==> config.mk <==
export PLATFORM = sky130hd
export DESIGN_NAME = sbc_top
export DESIGN_NICKNAME = d
export VERILOG_FILES = /design/src/rtl/sbc_sar.v /design/src/rtl/sbc_top.v
export VERILOG_INCLUDE_DIRS = /design/src /design/src/rtl
export SDC_FILE = /design/constraint.sdc
export NUM_CORES = 1
export LEC_CHECK = 0
export BUFFER_PORTS_ARGS = -buffer_cell sky130_fd_sc_hd__buf_2
export CAP_MARGIN = 25
export CORE_MARGIN = 8
export CORE_UTILIZATION = 57
export CTS_CLUSTER_SIZE = 28
export DETAILED_ROUTE_END_ITERATION = 7
export PLACE_DENSITY = 0.82
export SLEW_MARGIN = 25
export SYNTH_ARGS = -nofsm -noshare
export SYNTH_HDL_FRONTEND = slang
export SYNTH_SLANG_ARGS = --single-unit
export TNS_END_PERCENT = 100
==> constraint.sdc <==
create_clock -name clk_i -period 4.1 [get_ports clk_i]
set_input_delay 0 -clock clk_i [delete_from_list [all_inputs] [get_ports clk_i]]
set_output_delay 0 -clock clk_i [all_outputs]
set_load 0.005 [all_outputs]
==> src/rtl/sbc_map.vh <==
// Purpose: constants of the converter sequencer and bucket counter
// Assumes: 1 MHz converter clock, AXI4-Lite register bus
// Notes:   times in microseconds, counts in converter-clock ticks
`ifndef SBC_MAP_VH
`define SBC_MAP_VH

// register byte offsets
`define SBC_CTRL_OFS        8'h00
`define SBC_STATUS_OFS      8'h04
`define SBC_RESULT_OFS      8'h08
`define SBC_BUCKET_OFS      8'h0c

// control fields
`define SBC_CTRL_SEL_LSB    0
`define SBC_CTRL_WIDE_BIT   2
`define SBC_CTRL_INSEL_LSB  3
`define SBC_CTRL_SWGO_BIT   8
`define SBC_CTRL_RST        9'h000

// status fields
`define SBC_ST_BUSY_BIT     0
`define SBC_ST_FIN_BIT      1
`define SBC_ST_DONE_BIT     2
`define SBC_ST_RF_BIT       3
`define SBC_ST_PAR_BIT      4
`define SBC_ST_ALT_BIT      5
`define SBC_RES_VALID_BIT   31

// start-select codes
`define SBC_SEL_NORMAL      2'h0
`define SBC_SEL_SAMPLE      2'h1
`define SBC_SEL_REALIGN     2'h2

// conversion input codes
`define SBC_IN_POS_PEAK     3'h0
`define SBC_IN_NEG_PEAK     3'h1

// timing
`define SBC_CONV_MHZ        1
`define SBC_HOLD_US         15
`define SBC_GO_US           19
`define SBC_HOLD_W_US       18
`define SBC_GO_W_US         31
`define SBC_DONE_US         2
`define SBC_SEC_PERIOD_US   130
`define SBC_SEC_WIDTH_US    15
`define SBC_HOLD_T          (`SBC_HOLD_US * `SBC_CONV_MHZ)
`define SBC_GO_T            (`SBC_GO_US * `SBC_CONV_MHZ)
`define SBC_HOLD_END_T      ((`SBC_HOLD_US + `SBC_HOLD_W_US) * `SBC_CONV_MHZ)
`define SBC_GO_END_T        ((`SBC_GO_US + `SBC_GO_W_US) * `SBC_CONV_MHZ)
`define SBC_SEC_PERIOD_T    (`SBC_SEC_PERIOD_US * `SBC_CONV_MHZ)
`define SBC_SEC_WIDTH_T     (`SBC_SEC_WIDTH_US * `SBC_CONV_MHZ)

// bucket counter
`define SBC_BUCKET_LAST     10'd600

`endif

==> src/rtl/sbc_sar.v <==
// Purpose: bit trial sequencer, one result bit per converter tick
// Assumes: tick_i is a one-cycle pulse per converter-clock rise
// Notes:   all bits high after reset, last result held while idle; trial drives a bit low
`timescale 1ns/1ps
module sbc_sar #(
    parameter BITS = 12
) (
    input  wire            clk_i,
    input  wire            rst_n_i,
    input  wire            tick_i,
    input  wire            start_i,
    input  wire            clear_i,
    input  wire            too_high_i,
    output reg  [BITS-1:0] code_o,
    output reg             finished_n_o
);
    reg [BITS-1:0] trial_q;
    reg            busy_q;

    always @(posedge clk_i or negedge rst_n_i) begin
        if (!rst_n_i) begin
            code_o       <= {BITS{1'b1}};
            trial_q      <= {BITS{1'b0}};
            busy_q       <= 1'b0;
            finished_n_o <= 1'b1;
        end else if (clear_i) begin
            trial_q      <= {BITS{1'b0}};
            busy_q       <= 1'b0;
            finished_n_o <= 1'b1;
        end else if (start_i) begin
            // msb goes low at once, tick 12 resolves lsb
            code_o       <= {1'b0, {(BITS-1){1'b1}}};
            trial_q      <= {1'b1, {(BITS-1){1'b0}}};
            busy_q       <= 1'b1;
        end else if (busy_q && tick_i) begin
            // keep low if guess too high, else restore; lower next
            code_o       <= (code_o | (too_high_i ? {BITS{1'b0}} : trial_q))
                            & ~(trial_q >> 1);
            trial_q      <= trial_q >> 1;
            if (trial_q[0]) begin
                busy_q       <= 1'b0;
                finished_n_o <= 1'b0;
            end
        end
    end
endmodule

==> src/rtl/sbc_top.v <==
// Purpose: converter start control, conversion sequencer, bucket counter
// Assumes: host pins are asynchronous; registers over AXI4-Lite
// Notes:   every delay counts converter-clock rises, not clk_i cycles
//
// Overview of operation
// - start on selected source or bucket boundary
// - start source chosen by register-driven two-line mux
// - select lines: normal 00, sample 01, realign 10
// - track-hold rises 15 us after start
// - converter-go rises 19 us after start
// - hold lasts 18 us, go lasts 31 us
// - finished flag low 12 us after go
// - done flag low 2 us after finished
// - trial bits msb first, high to low
// - keep bit low when estimate too high
// - one bit per converter tick, twelve bits
// - result readable over the register bus
// - noisy normal mode alternates positive/negative peak
// - input mux selects one of eight inputs
// - zero-span pulses per bucket, sweep only
// - normal mode secondary source every 130 us
// - bucket counter only for wide sweeps
// - ramp crossed when ramp exceeds bucket level, wide sweeps only
// - count buckets 0 to 600 on peak-reset pulse
// - parity output high on odd buckets
// - noise flag when both holdings high per bucket, normal mode only
`timescale 1ns/1ps
`include "sbc_map.vh"
module sbc_top #(
    parameter ADDR_W = 8,
    parameter BITS   = 12
) (
    input  wire              clk_i,
    input  wire              rst_n_i,
    input  wire [ADDR_W-1:0] s_axi_awaddr,
    input  wire              s_axi_awvalid,
    output reg               s_axi_awready,
    input  wire [31:0]       s_axi_wdata,
    input  wire [3:0]        s_axi_wstrb,
    input  wire              s_axi_wvalid,
    output reg               s_axi_wready,
    output reg  [1:0]        s_axi_bresp,
    output reg               s_axi_bvalid,
    input  wire              s_axi_bready,
    input  wire [ADDR_W-1:0] s_axi_araddr,
    input  wire              s_axi_arvalid,
    output reg               s_axi_arready,
    output reg  [31:0]       s_axi_rdata,
    output reg  [1:0]        s_axi_rresp,
    output reg               s_axi_rvalid,
    input  wire              s_axi_rready,
    input  wire              converter_clock_i,
    input  wire              zero_span_bucket_pulse_i,
    input  wire              peak_reset_enable_i,
    input  wire              ramp_above_level_i,
    input  wire              positive_holding_i,
    input  wire              negative_holding_i,
    input  wire              estimate_too_high_i,
    input  wire              sweep_active_i,
    output reg  [1:0]        start_sel_o,
    output reg               start_source_pulse_o,
    output reg               bucket_boundary_o,
    output reg               track_hold_cmd_o,
    output reg               converter_go_o,
    output wire              sar_finished_n_o,
    output reg               cycle_done_n_o,
    output wire [BITS-1:0]   trial_code_o,
    output reg  [2:0]        adc_input_sel_o,
    output reg               ramp_crossed_o,
    output reg  [9:0]        bucket_level_o,
    output reg               bucket_parity_o
);
    localparam P_CLK = 0, P_BKT = 1, P_PRE = 2, P_RAMP = 3;
    localparam P_POS = 4, P_NEG = 5, P_HIGH = 6, P_SWP = 7;
    localparam S_IDLE = 1'b0, S_RUN = 1'b1;
    localparam R_CTRL = 3'd0, R_STAT = 3'd1, R_RES = 3'd2, R_BKT = 3'd3, R_NONE = 3'd7;

    function [2:0] reg_decode;
        input [ADDR_W-1:0] a;
        begin
            case (a[7:0])
                `SBC_CTRL_OFS:   reg_decode = R_CTRL;
                `SBC_STATUS_OFS: reg_decode = R_STAT;
                `SBC_RESULT_OFS: reg_decode = R_RES;
                `SBC_BUCKET_OFS: reg_decode = R_BKT;
                default:         reg_decode = R_NONE;
            endcase
        end
    endfunction

    // pin synchronisers: three stages, change taken when 2nd and 3rd agree
    wire [7:0] pin_raw = {sweep_active_i, estimate_too_high_i, negative_holding_i, positive_holding_i,
                          ramp_above_level_i, peak_reset_enable_i, zero_span_bucket_pulse_i, converter_clock_i};
    reg  [7:0] s1_q, s2_q, s3_q, lvl_q;
    wire [7:0] rise = (s2_q & s3_q) & ~lvl_q;
    genvar g;
    generate
        for (g = 0; g < 8; g = g + 1) begin : g_sync
            always @(posedge clk_i or negedge rst_n_i) begin
                if (!rst_n_i) begin
                    s1_q[g]  <= 1'b0;
                    s2_q[g]  <= 1'b0;
                    s3_q[g]  <= 1'b0;
                    lvl_q[g] <= 1'b0;
                end else begin
                    s1_q[g] <= pin_raw[g];
                    s2_q[g] <= s1_q[g];
                    s3_q[g] <= s2_q[g];
                    if (s2_q[g] == s3_q[g]) begin
                        lvl_q[g] <= s3_q[g];
                    end
                end
            end
        end
    endgenerate

    wire tick = rise[P_CLK];

    // registers
    reg  [8:0]      ctrl_q;
    reg  [BITS-1:0] result_q;
    reg             res_valid_q;
    reg             sw_go_q;
    reg  [9:0]      bucket_q;
    reg             rf_flag_q;
    reg             alt_q;
    reg             state_q;
    reg  [5:0]      t_q;
    reg  [7:0]      sec_q;
    reg             src_q;
    reg             bnd_q;
    reg             aw_hold_q, w_hold_q;
    reg  [ADDR_W-1:0] aw_q;
    reg  [31:0]     wd_q;
    reg  [3:0]      ws_q;
    reg             sar_go_q, sar_clr_q;
    wire [1:0]      sel  = ctrl_q[`SBC_CTRL_SEL_LSB +: 2];
    wire            wide = ctrl_q[`SBC_CTRL_WIDE_BIT];
    wire            normal = (sel == `SBC_SEL_NORMAL);

    // start-source mux
    reg src_d;
    always @* begin
        case (sel)
            `SBC_SEL_NORMAL:  src_d = (sec_q < `SBC_SEC_WIDTH_T);
            `SBC_SEL_SAMPLE:  src_d = lvl_q[P_BKT] & lvl_q[P_SWP];
            `SBC_SEL_REALIGN: src_d = sw_go_q;
            default:          src_d = 1'b0;
        endcase
    end
    // host bucket pulse only in zero span, ramp compare only wide sweeps
    wire bnd_d = wide ? lvl_q[P_RAMP] : (lvl_q[P_BKT] & lvl_q[P_SWP]);
    wire start = (src_d & ~src_q) | (bnd_d & ~bnd_q);

    wire fin_n;
    sbc_sar #(.BITS(BITS)) u_sar (
        .clk_i        (clk_i),
        .rst_n_i      (rst_n_i),
        .tick_i       (tick),
        .start_i      (sar_go_q),
        .clear_i      (sar_clr_q),
        .too_high_i   (lvl_q[P_HIGH]),
        .code_o       (trial_code_o),
        .finished_n_o (fin_n)
    );
    assign sar_finished_n_o = fin_n;
    reg fin_n_q;
    reg [1:0] done_cnt_q;

    // conversion sequencer; a start during a cycle is ignored
    always @(posedge clk_i or negedge rst_n_i) begin
        if (!rst_n_i) begin
            state_q          <= S_IDLE;
            t_q              <= 6'h00;
            track_hold_cmd_o <= 1'b0;
            converter_go_o   <= 1'b0;
            cycle_done_n_o   <= 1'b1;
            sar_go_q         <= 1'b0;
            sar_clr_q        <= 1'b0;
            fin_n_q          <= 1'b1;
            done_cnt_q       <= 2'h0;
            alt_q            <= 1'b0;
            adc_input_sel_o  <= `SBC_IN_POS_PEAK;
            result_q         <= {BITS{1'b0}};
        end else begin
            sar_go_q  <= 1'b0;
            sar_clr_q <= 1'b0;
            fin_n_q   <= fin_n;
            case (state_q)
                S_IDLE: begin
                    if (start) begin
                        state_q <= S_RUN;
                        t_q     <= 6'h00;
                        // noisy bucket: swap peak source each conversion
                        if (normal && rf_flag_q) begin
                            alt_q           <= ~alt_q;
                            adc_input_sel_o <= alt_q ? `SBC_IN_NEG_PEAK : `SBC_IN_POS_PEAK;
                        end else begin
                            adc_input_sel_o <= ctrl_q[`SBC_CTRL_INSEL_LSB +: 3];
                        end
                    end
                end
                S_RUN: begin
                    if (tick) begin
                        t_q <= t_q + 6'h01;
                        if (t_q + 6'h01 == `SBC_HOLD_T) begin
                            track_hold_cmd_o <= 1'b1;
                        end
                        if (t_q + 6'h01 == `SBC_HOLD_END_T) begin
                            track_hold_cmd_o <= 1'b0;
                        end
                        if (t_q + 6'h01 == `SBC_GO_T) begin
                            converter_go_o <= 1'b1;
                            sar_go_q       <= 1'b1;
                        end
                        if (!fin_n_q && cycle_done_n_o) begin
                            if (done_cnt_q == `SBC_DONE_US - 1) begin
                                cycle_done_n_o <= 1'b0;
                            end
                            done_cnt_q <= done_cnt_q + 2'h1;
                        end
                        if (t_q + 6'h01 == `SBC_GO_END_T) begin
                            converter_go_o   <= 1'b0;
                            track_hold_cmd_o <= 1'b0;
                            cycle_done_n_o   <= 1'b1;
                            sar_clr_q        <= 1'b1;
                            done_cnt_q       <= 2'h0;
                            state_q          <= S_IDLE;
                        end
                    end
                    if (!fin_n && fin_n_q) begin
                        result_q <= trial_code_o;
                    end
                end
                default: state_q <= S_IDLE;
            endcase
        end
    end

    // secondary source timer, source edges, bucket counter
    always @(posedge clk_i or negedge rst_n_i) begin
        if (!rst_n_i) begin
            sec_q                <= 8'h00;
            src_q                <= 1'b0;
            bnd_q                <= 1'b0;
            bucket_q             <= 10'h000;
            rf_flag_q            <= 1'b0;
            start_source_pulse_o <= 1'b0;
            bucket_boundary_o    <= 1'b0;
            ramp_crossed_o       <= 1'b0;
            bucket_level_o       <= 10'h000;
            bucket_parity_o      <= 1'b0;
            start_sel_o          <= 2'h0;
        end else begin
            if (tick) begin
                sec_q <= (sec_q == `SBC_SEC_PERIOD_T - 1) ? 8'h00 : sec_q + 8'h01;
            end
            src_q                <= src_d;
            bnd_q                <= bnd_d;
            start_source_pulse_o <= src_d;
            bucket_boundary_o    <= bnd_d;
            start_sel_o          <= sel;
            ramp_crossed_o       <= wide & lvl_q[P_RAMP];
            if (rise[P_PRE] && wide) begin
                bucket_q <= (bucket_q == `SBC_BUCKET_LAST) ? 10'h000 : bucket_q + 10'h001;
            end
            bucket_level_o  <= bucket_q;
            bucket_parity_o <= bucket_q[0];
            // new bucket clears the flag; a coincident set wins
            if (normal && lvl_q[P_POS] && lvl_q[P_NEG]) begin
                rf_flag_q <= 1'b1;
            end else if (rise[P_PRE] || !normal) begin
                rf_flag_q <= 1'b0;
            end
        end
    end

    // axi4-lite slave, one write and one read at a time
    wire do_wr = aw_hold_q && w_hold_q && !s_axi_bvalid;
    wire [2:0] wsel = reg_decode(aw_q);
    wire [2:0] rsel = reg_decode(s_axi_araddr);
    wire res_rd = s_axi_arvalid && s_axi_arready && (rsel == R_RES);
    wire res_set = !fin_n && fin_n_q;
    always @(posedge clk_i or negedge rst_n_i) begin
        if (!rst_n_i) begin
            s_axi_awready <= 1'b1;
            s_axi_wready  <= 1'b1;
            s_axi_bvalid  <= 1'b0;
            s_axi_bresp   <= 2'h0;
            s_axi_arready <= 1'b1;
            s_axi_rvalid  <= 1'b0;
            s_axi_rresp   <= 2'h0;
            s_axi_rdata   <= 32'h0000_0000;
            aw_hold_q     <= 1'b0;
            w_hold_q      <= 1'b0;
            aw_q          <= {ADDR_W{1'b0}};
            wd_q          <= 32'h0000_0000;
            ws_q          <= 4'h0;
            ctrl_q        <= `SBC_CTRL_RST;
            sw_go_q       <= 1'b0;
            res_valid_q   <= 1'b0;
        end else begin
            sw_go_q <= 1'b0;
            if (s_axi_awvalid && s_axi_awready) begin
                aw_q          <= s_axi_awaddr;
                aw_hold_q     <= 1'b1;
                s_axi_awready <= 1'b0;
            end
            if (s_axi_wvalid && s_axi_wready) begin
                wd_q         <= s_axi_wdata;
                ws_q         <= s_axi_wstrb;
                w_hold_q     <= 1'b1;
                s_axi_wready <= 1'b0;
            end
            if (do_wr) begin
                aw_hold_q    <= 1'b0;
                w_hold_q     <= 1'b0;
                s_axi_bvalid <= 1'b1;
                s_axi_bresp  <= (wsel == R_NONE) ? 2'h3 : 2'h0;
                if (wsel == R_CTRL) begin
                    if (ws_q[0]) begin
                        ctrl_q[7:0] <= wd_q[7:0];
                    end
                    if (ws_q[1]) begin
                        sw_go_q <= wd_q[`SBC_CTRL_SWGO_BIT];
                    end
                end
            end
            if (s_axi_bvalid && s_axi_bready) begin
                s_axi_bvalid  <= 1'b0;
                s_axi_awready <= 1'b1;
                s_axi_wready  <= 1'b1;
            end
            if (s_axi_arvalid && s_axi_arready) begin
                s_axi_arready <= 1'b0;
                s_axi_rvalid  <= 1'b1;
                s_axi_rresp   <= (rsel == R_NONE) ? 2'h3 : 2'h0;
                case (rsel)
                    R_CTRL:  s_axi_rdata <= {23'h0, 1'b0, ctrl_q[7:0]};
                    R_STAT:  s_axi_rdata <= {26'h0, alt_q, bucket_q[0], rf_flag_q,
                                             cycle_done_n_o, fin_n, state_q};
                    R_RES:   s_axi_rdata <= {res_valid_q, {(31-BITS){1'b0}}, result_q};
                    R_BKT:   s_axi_rdata <= {22'h0, bucket_q};
                    default: s_axi_rdata <= 32'h0000_0000;
                endcase
            end
            if (s_axi_rvalid && s_axi_rready) begin
                s_axi_rvalid  <= 1'b0;
                s_axi_arready <= 1'b1;
            end
            // completion beats a read clear in the same cycle
            if (res_set) begin
                res_valid_q <= 1'b1;
            end else if (res_rd) begin
                res_valid_q <= 1'b0;
            end
        end
    end
endmodule
## Word level (Yosys, flattened, before mapping)

Cells that the tools add are included.
Widths: inputs -> output; s select.

- Register bits after elaboration: 196
- Bits of input ports: 67
- Output and inout bits: 76
- Word-level logic and storage cells: 247

- Add/subtract/negate cells: 5
- Magnitude comparators: 1
- Equality and inequality tests: 31
- Mux-type cells: 67
- Bitwise operators: 16
- Reduce and logical (&&, ||, !) cells: 54

Operators by type and width:

| cell | number |
|---|---|
| $pmux 32 s4 | 1 |
| $mux 12 | 6 |
| $mux 1 | 46 |
| $eq 32x4->1 const B | 1 |
| $eq 32x5->1 const B | 1 |
| $eq 32x6->1 const B | 1 |
| $eq 8x4->1 const B | 4 |
| $reduce_bool 2->1 | 14 |
| $pmux 3 s4 | 2 |
| $reduce_and 3->1 | 6 |
| $eq 8x3->1 const B | 2 |
| $logic_not 8->1 | 2 |
| $logic_and 1x1->1 | 15 |
| $and 12x12->12 | 1 |
| $mux 6 | 2 |
| $not 11->12 | 1 |
| $or 12x12->12 | 1 |
| $pmux 6 s2 | 1 |
| $add 10x1->10 const B | 1 |
| $eq 10x10->1 const B | 1 |
| $mux 10 | 1 |
| $reduce_and 2->1 | 5 |
| $reduce_bool 3->1 | 3 |
| $add 8x1->8 const B | 1 |
| other kinds (29) | 55 |

## Longest topological paths before layout

- Depth in word-level cells: 6
- Depth in mapped cells: 7
- Depth with buffers taken out: 7

## By module

A second synthesis with hierarchy kept.

- Cell total of the unflattened synthesis: 579
- Area, all modules: 7166.9 um2

Modules (own cells, without submodules):

| module | instances | cells each | area each (um2) | sequential area each (um2) |
|---|---|---|---|---|
| sbc_top | 1 | 477 | 6057.1 | 3709.8 |
| sbc_sar | 1 | 102 | 1109.8 | 666.9 |

## Least setup slack after synthesis

No wires, ideal clock.

- Kind: register to register
- Start: register t_q[0]
- End: register converter_go_o
- Library setup time: 0.119 ns
- Data arrival time: 1.595 ns
- Required time: 3.981 ns
- Slack: 2.386 ns
- Cell stages (with the launch flop): 7
- Path buffers: 0
- Period minus slack after synthesis: 1.714 ns
- Cells stage by stage: dfrtp_1 ha_1 or2_4 o21ai_2 a31oi_2 nor4_4 o21ba_1

- Word-level cells in the longest chain between the ends: 4
- Elaborated cells between the ends (all ways): 6
- Those cells by class: add/sub (1); eq/ne (2); mux (1); reduce/logical (2)

Ends and longest elaborated chain:

| what | RTL line | text |
|---|---|---|
| start: declaration | sbc_top.v:128 | `reg [5:0] t_q;` |
| start signal: assignment | sbc_top.v:205 | `t_q <= t_q + 6'h01;` |
| $add 6x1->7 * | sbc_top.v:212, sbc_top.v:222 |  |
| $eq 32x5->1 (no source line) or $eq 7x6->1 (tied branches) | - |  |
| $reduce_bool 2->1 (no source line) | - |  |
| $reduce_and 3->1 (no source line) | - |  |
| end signal: assignment | sbc_top.v:176 | `converter_go_o <= 1'b0;` |
| end signal: assignment | sbc_top.v:213 | `converter_go_o <= 1'b1;` |
| end signal: assignment | sbc_top.v:223 | `converter_go_o <= 1'b0;` |
| end: declaration | sbc_top.v:64 | `output reg converter_go_o,` |

Every way passes the cells marked *; elsewhere a longest branch is shown, timed or not.
A chain may end at the register's enable or synchronous reset.

## Worst setup path in the final report

- Start: register s2_q[0]
- End: register u_sar.code_o[3]

- Word-level cells in the longest chain between the ends: 5

Ends and longest elaborated chain:

| what | RTL line | text |
|---|---|---|
| start: declaration | sbc_top.v:94 | `reg [7:0] s1_q, s2_q, s3_q, lvl_q;` |
| start signal: indexed assignment | sbc_top.v:107 | `s2_q[g] <= s1_q[g];` |
| $and 3x3->3 (2 in a row) | sbc_top.v:95 | `wire [7:0] rise = (s2_q & s3_q) & ~lvl_q;` |
| $logic_and 1x1->1 | sbc_sar.v:35 | `end else if (busy_q && tick_i) begin` |
| $reduce_bool 2->1 (no source line) | - |  |
| $reduce_and 2->1 (no source line) | - |  |
| end signal: assignment | sbc_sar.v:22 | `code_o <= {BITS{1'b1}};` |
| end signal: assignment | sbc_sar.v:32 | `code_o <= {1'b0, {(BITS-1){1'b1}}};` |
| end signal: assignment | sbc_sar.v:37 | `code_o <= (code_o \| (too_high_i ? {BITS{1'b0}} : trial_q))` |
| end: declaration | sbc_sar.v:14 | `output reg [BITS-1:0] code_o,` |

No other way between the ends.

==> flow_metrics.py <==
metrics = {
    "clock_tree": {
        "htree_levels": 4,
        "cts_setup_buffers": 0,
        "clk_path_buf_depth": 2,
        "cts-root-buf": "clkbuf_16",
        "cts.reportedPaths.clkPinSlew_ns": 0.06,
        "numCtsBuffers": 17,
        "cts_tree": "yes",
        "ctsResizeCount": 0,
        "cts_sinks": 174,
        "clk_latency_ns": 0.43,
    },
    "critical_path": {
        "critical_path.slowest_cell": "nor2_2",
        "critPathMaxFanout": 20,
        "worst-path-buf-inv": 0,
        "crit_path_end": "u_sar.code_o[3]",
        "cp_common_cell": "a21oi_1",
        "path_class": "reg -> reg",
        "crit_chain": "ha_1, nand3b_1, nor2_2, o21ai_0, a21oi_1, a21oi_1",
        "cpLargestDelayFamily": "simple AND/OR/NAND/NOR gates",
        "timing.critical_path.from": "s2_q[0]",
        "cp.required_ns": 4.44,
        "startpoint_type": "flip-flop",
        "r2r_slack_ns": 1.79,
        "r2r_start": "s2_q[0]",
        "crit_path_end_kind": "flip-flop",
        "reg2regPathDepth": 6,
        "path_depth": 6,
        "rr_endpoint": "u_sar.code_o[3]",
        "cp_slowest_stage_delay_ns": 0.67,
        "worstPathArrival_ns": 2.64,
    },
    "place": {
        "dp_hpwl_um": 11000,
        "globalplace.congestion": 0.817,
        "portBuffers": 98,
    },
    "sta": {
        "final.setup.tns_ns": 0,
        "maxSlewViolCount": 0,
        "finalCritPeriodShare": 0.562,
        "setup_viol": 0,
        "finClkSkew_ns": 0.00989,
        "fmax_mhz": 434,
        "worst_pin_slew_ns": 0.689,
        "rsz0062_at_grt": "false",
        "hold_violations": 0,
        "maxSlewHeadroom": 0.539,
        "fin_crit_ns": 2.31,
    },
    "global_route": {
        "globalRouteOverflowTotal": 0,
        "grtUsageMet3": 0.0583,
        "globalRouteTotalUtil": 0.212,
        "grt_use_met1": 0.254,
        "grt_pass1_wl_um": 27300,
        "antenna_found_initial": 0,
        "grt_pass1_vias": 5331,
        "grt_start_max_net_pins": 103,
        "met2_usage": 0.350,
        "busiest_layer": "met2",
    },
    "synth": {
        "synth.most_common_cell": "dfrtp_1",
        "synth_top_cell_by_area": "dfrtp_1",
        "synth_common_cells": "156 x dfrtp_1, 44 x mux2_2, 43 x nand2_1",
        "async_reset_ff_frac": 1.00,
        "ys_ff_latch": 174,
        "synth_area_mm2": 0.00724,
        "netlist_instances": 583,
        "ys_top_cells_by_area": "dfrtp_1 54%, mux2_2 6.8%, dfstp_2 6.5%, a21oi_1 2.9%, buf_4 2.4%",
        "synth_area_per_cell_um2": 12.4,
        "synth_seq_area_share": 0.604,
        "synth_edf_count": 0,
        "synth.distinct_cells": 68,
        "synthFlopType": "dfrtp_1",
        "synth_warnings": 0,
        "synth_top_area_share": 0.539,
    },
    "power_and_ir_drop": {
        "pwr-share-clk": 0.350,
        "peakVddDrop_mv": 0.324,
        "powerDensity_mw_per_mm2": 491,
        "power_frac_comb": 0.148,
        "total_power_uw": 4300,
        "seqPwrFrac": 0.502,
        "swShare": 0.264,
        "intPower_uw": 3170,
        "leakagePower_uw": 0.00421,
        "switchingPower_uw": 1140,
    },
    "worst_hold_path": {
        "hold_path.class": "in -> async",
    },
    "detailed_routing": {
        "antenna_left": 0,
        "drc": 0,
        "viasPerCell": 5.47,
        "vias": 4975,
        "drt_iter0_markers": 510,
        "dr.pass1.iters": 5,
        "routedWlPerCell_um": 18.1,
        "wl_um": 16400,
    },
    "floorplan": {
        "core.rowCount": 41,
        "dieHeight_um": 129,
        "die_area_mm2": 0.0166,
        "boundaryPins": 143,
        "start_util": 0.579,
        "die_x_um": 129,
        "coreArea_mm2": 0.0125,
    },
    "run": {
        "drv_cap": 0,
    },
    "layout": {
        "area_growth_pct": 20.9,
        "drive_above_1_share": 0.295,
        "fin_nets": 801,
    },
    "status": {
        "status": "completed",
    },
}
==> cell usage in the layout, fill, tap and decap left out, drive strengths merged, types with 15 or more instances in the layout <==
master,instances
a22o,15
nand2,44
o21ai,27
dfstp,18
a21oi,42
buf,101
clkbuf,26
inv,30
dfrtp,156
mux2,44
nand3,20
nor2,31
conb,19
dlygate4sd3,38
==> per-layer routing <==
| layer | up-vias | part of all wire | wire length (um) |
|---|---|---|---|
| met2 | 150 | 0.51 | 8320 |
| met3 | 35 | 0.057 | 944 |
| met4 | 0 | 0.025 | 412 |
| met1 | 2514 | 0.41 | 6770 |
| li1 | 2276 | - | - |
| met5 | - | 0 | 0 |
==> stage by stage <==
stage                     hold WS [ns]  worst slack, ns  cells   util  instance area [um2]
final                           0.0535             1.79    909  0.700                 8760
after global routing            0.0534             1.58    908  0.699                 8750
after CTS                       0.0405             1.46    907  0.697                 8720
after detailed placement         0.110             1.53    837  0.622                 7790
after global placement           0.108             1.73    837  0.622                 7790
after floorplan                 -0.296             2.39    601      -                 7310
==> area by class of cell <==
class                           count  area, um2
Clock buffer                       26        489
Antenna cell                        1       2.50
Timing Repair Buffer              139        920
Tap cell                          172        215
Clock inverter                      6       62.6
Inverter                           30        113
Fill cell                         895       3760
Multi-Input combinational cell    361       2580
Sequential cell                   174       4380
==> cell families after synthesis <==
family / Yosys count / share of synthesized area
and+or+nand+nor: 144 / 0.109
buffers and inverters: 66 / 0.0496
muxes: 55 / 0.0940
DFF: 174 / 0.604
AOI/OAI and AO/OA: 108 / 0.0938
xor gates and xnor gates: 18 / 0.0218
adders and majority gates: 17 / 0.0273
other: 1 / 0.000518
==> worst min-delay path by stage <==
| stage | startpoint | endpoint | slack (ns) |
|---|---|---|---|
| 2_1_floorplan | rst_n_i | adc_input_sel_o[0] | -0.30 |
| 3_3_place_gp | converter_clock_i | s1_q[0] | 0.11 |
| 3_5_place_dp | converter_clock_i | s1_q[0] | 0.11 |
| 4_1_cts | s_axi_araddr[6] | s_axi_rdata[2] | 0.04 |
| 5_1_grt | s_axi_araddr[6] | s_axi_rdata[2] | 0.05 |
| 6_report | rst_n_i | s2_q[3] | 0.05 |
==> worst reg2reg max path, delay by kind of cell (launching register included) <==
kind	cells	cell delay, ns
adder cells (fa/ha/maj)	1	0.25
AND/OR/NAND/NOR	2	1.08
AO/OA/AOI/OAI	3	0.54
flip-flops	1	0.35
==> power by group through the flow <==
| stage | registers, uW | logic, uW | clock network, uW |
|---|---|---|---|
| 6_report | 2160 | 637 | 1510 |
| 5_1_grt | 2190 | 705 | 1610 |
| 4_1_cts | 2160 | 633 | 1520 |
| 3_5_place_dp | 2180 | 588 | 0 |
| 3_3_place_gp | 2160 | 551 | 0 |
| 2_1_floorplan | 2120 | 444 | 0 |
==> sequential cells by signal, indices dropped and copies added, names as in the netlist, 3 cells and up <==
register / cells
s1_q: 8
u_sar.trial_q: 12
lvl_q: 8
s_axi_rdata: 13
t_q: 6
bucket_q: 10
aw_q: 8
bucket_level_o: 10
s2_q: 8
s3_q: 8
adc_input_sel_o: 3
sec_q: 8
ctrl_q: 8
u_sar.code_o: 12
wd_q: 9
result_q: 12
==> repair_timing <==
item | in CTS | in global routing
hold buffers | 38 | 0
hold endpoints to repair | 139 | 0
endpoints found under the setup margin | 0 | 0
Note: power is estimated with default switching activity, not from simulation.
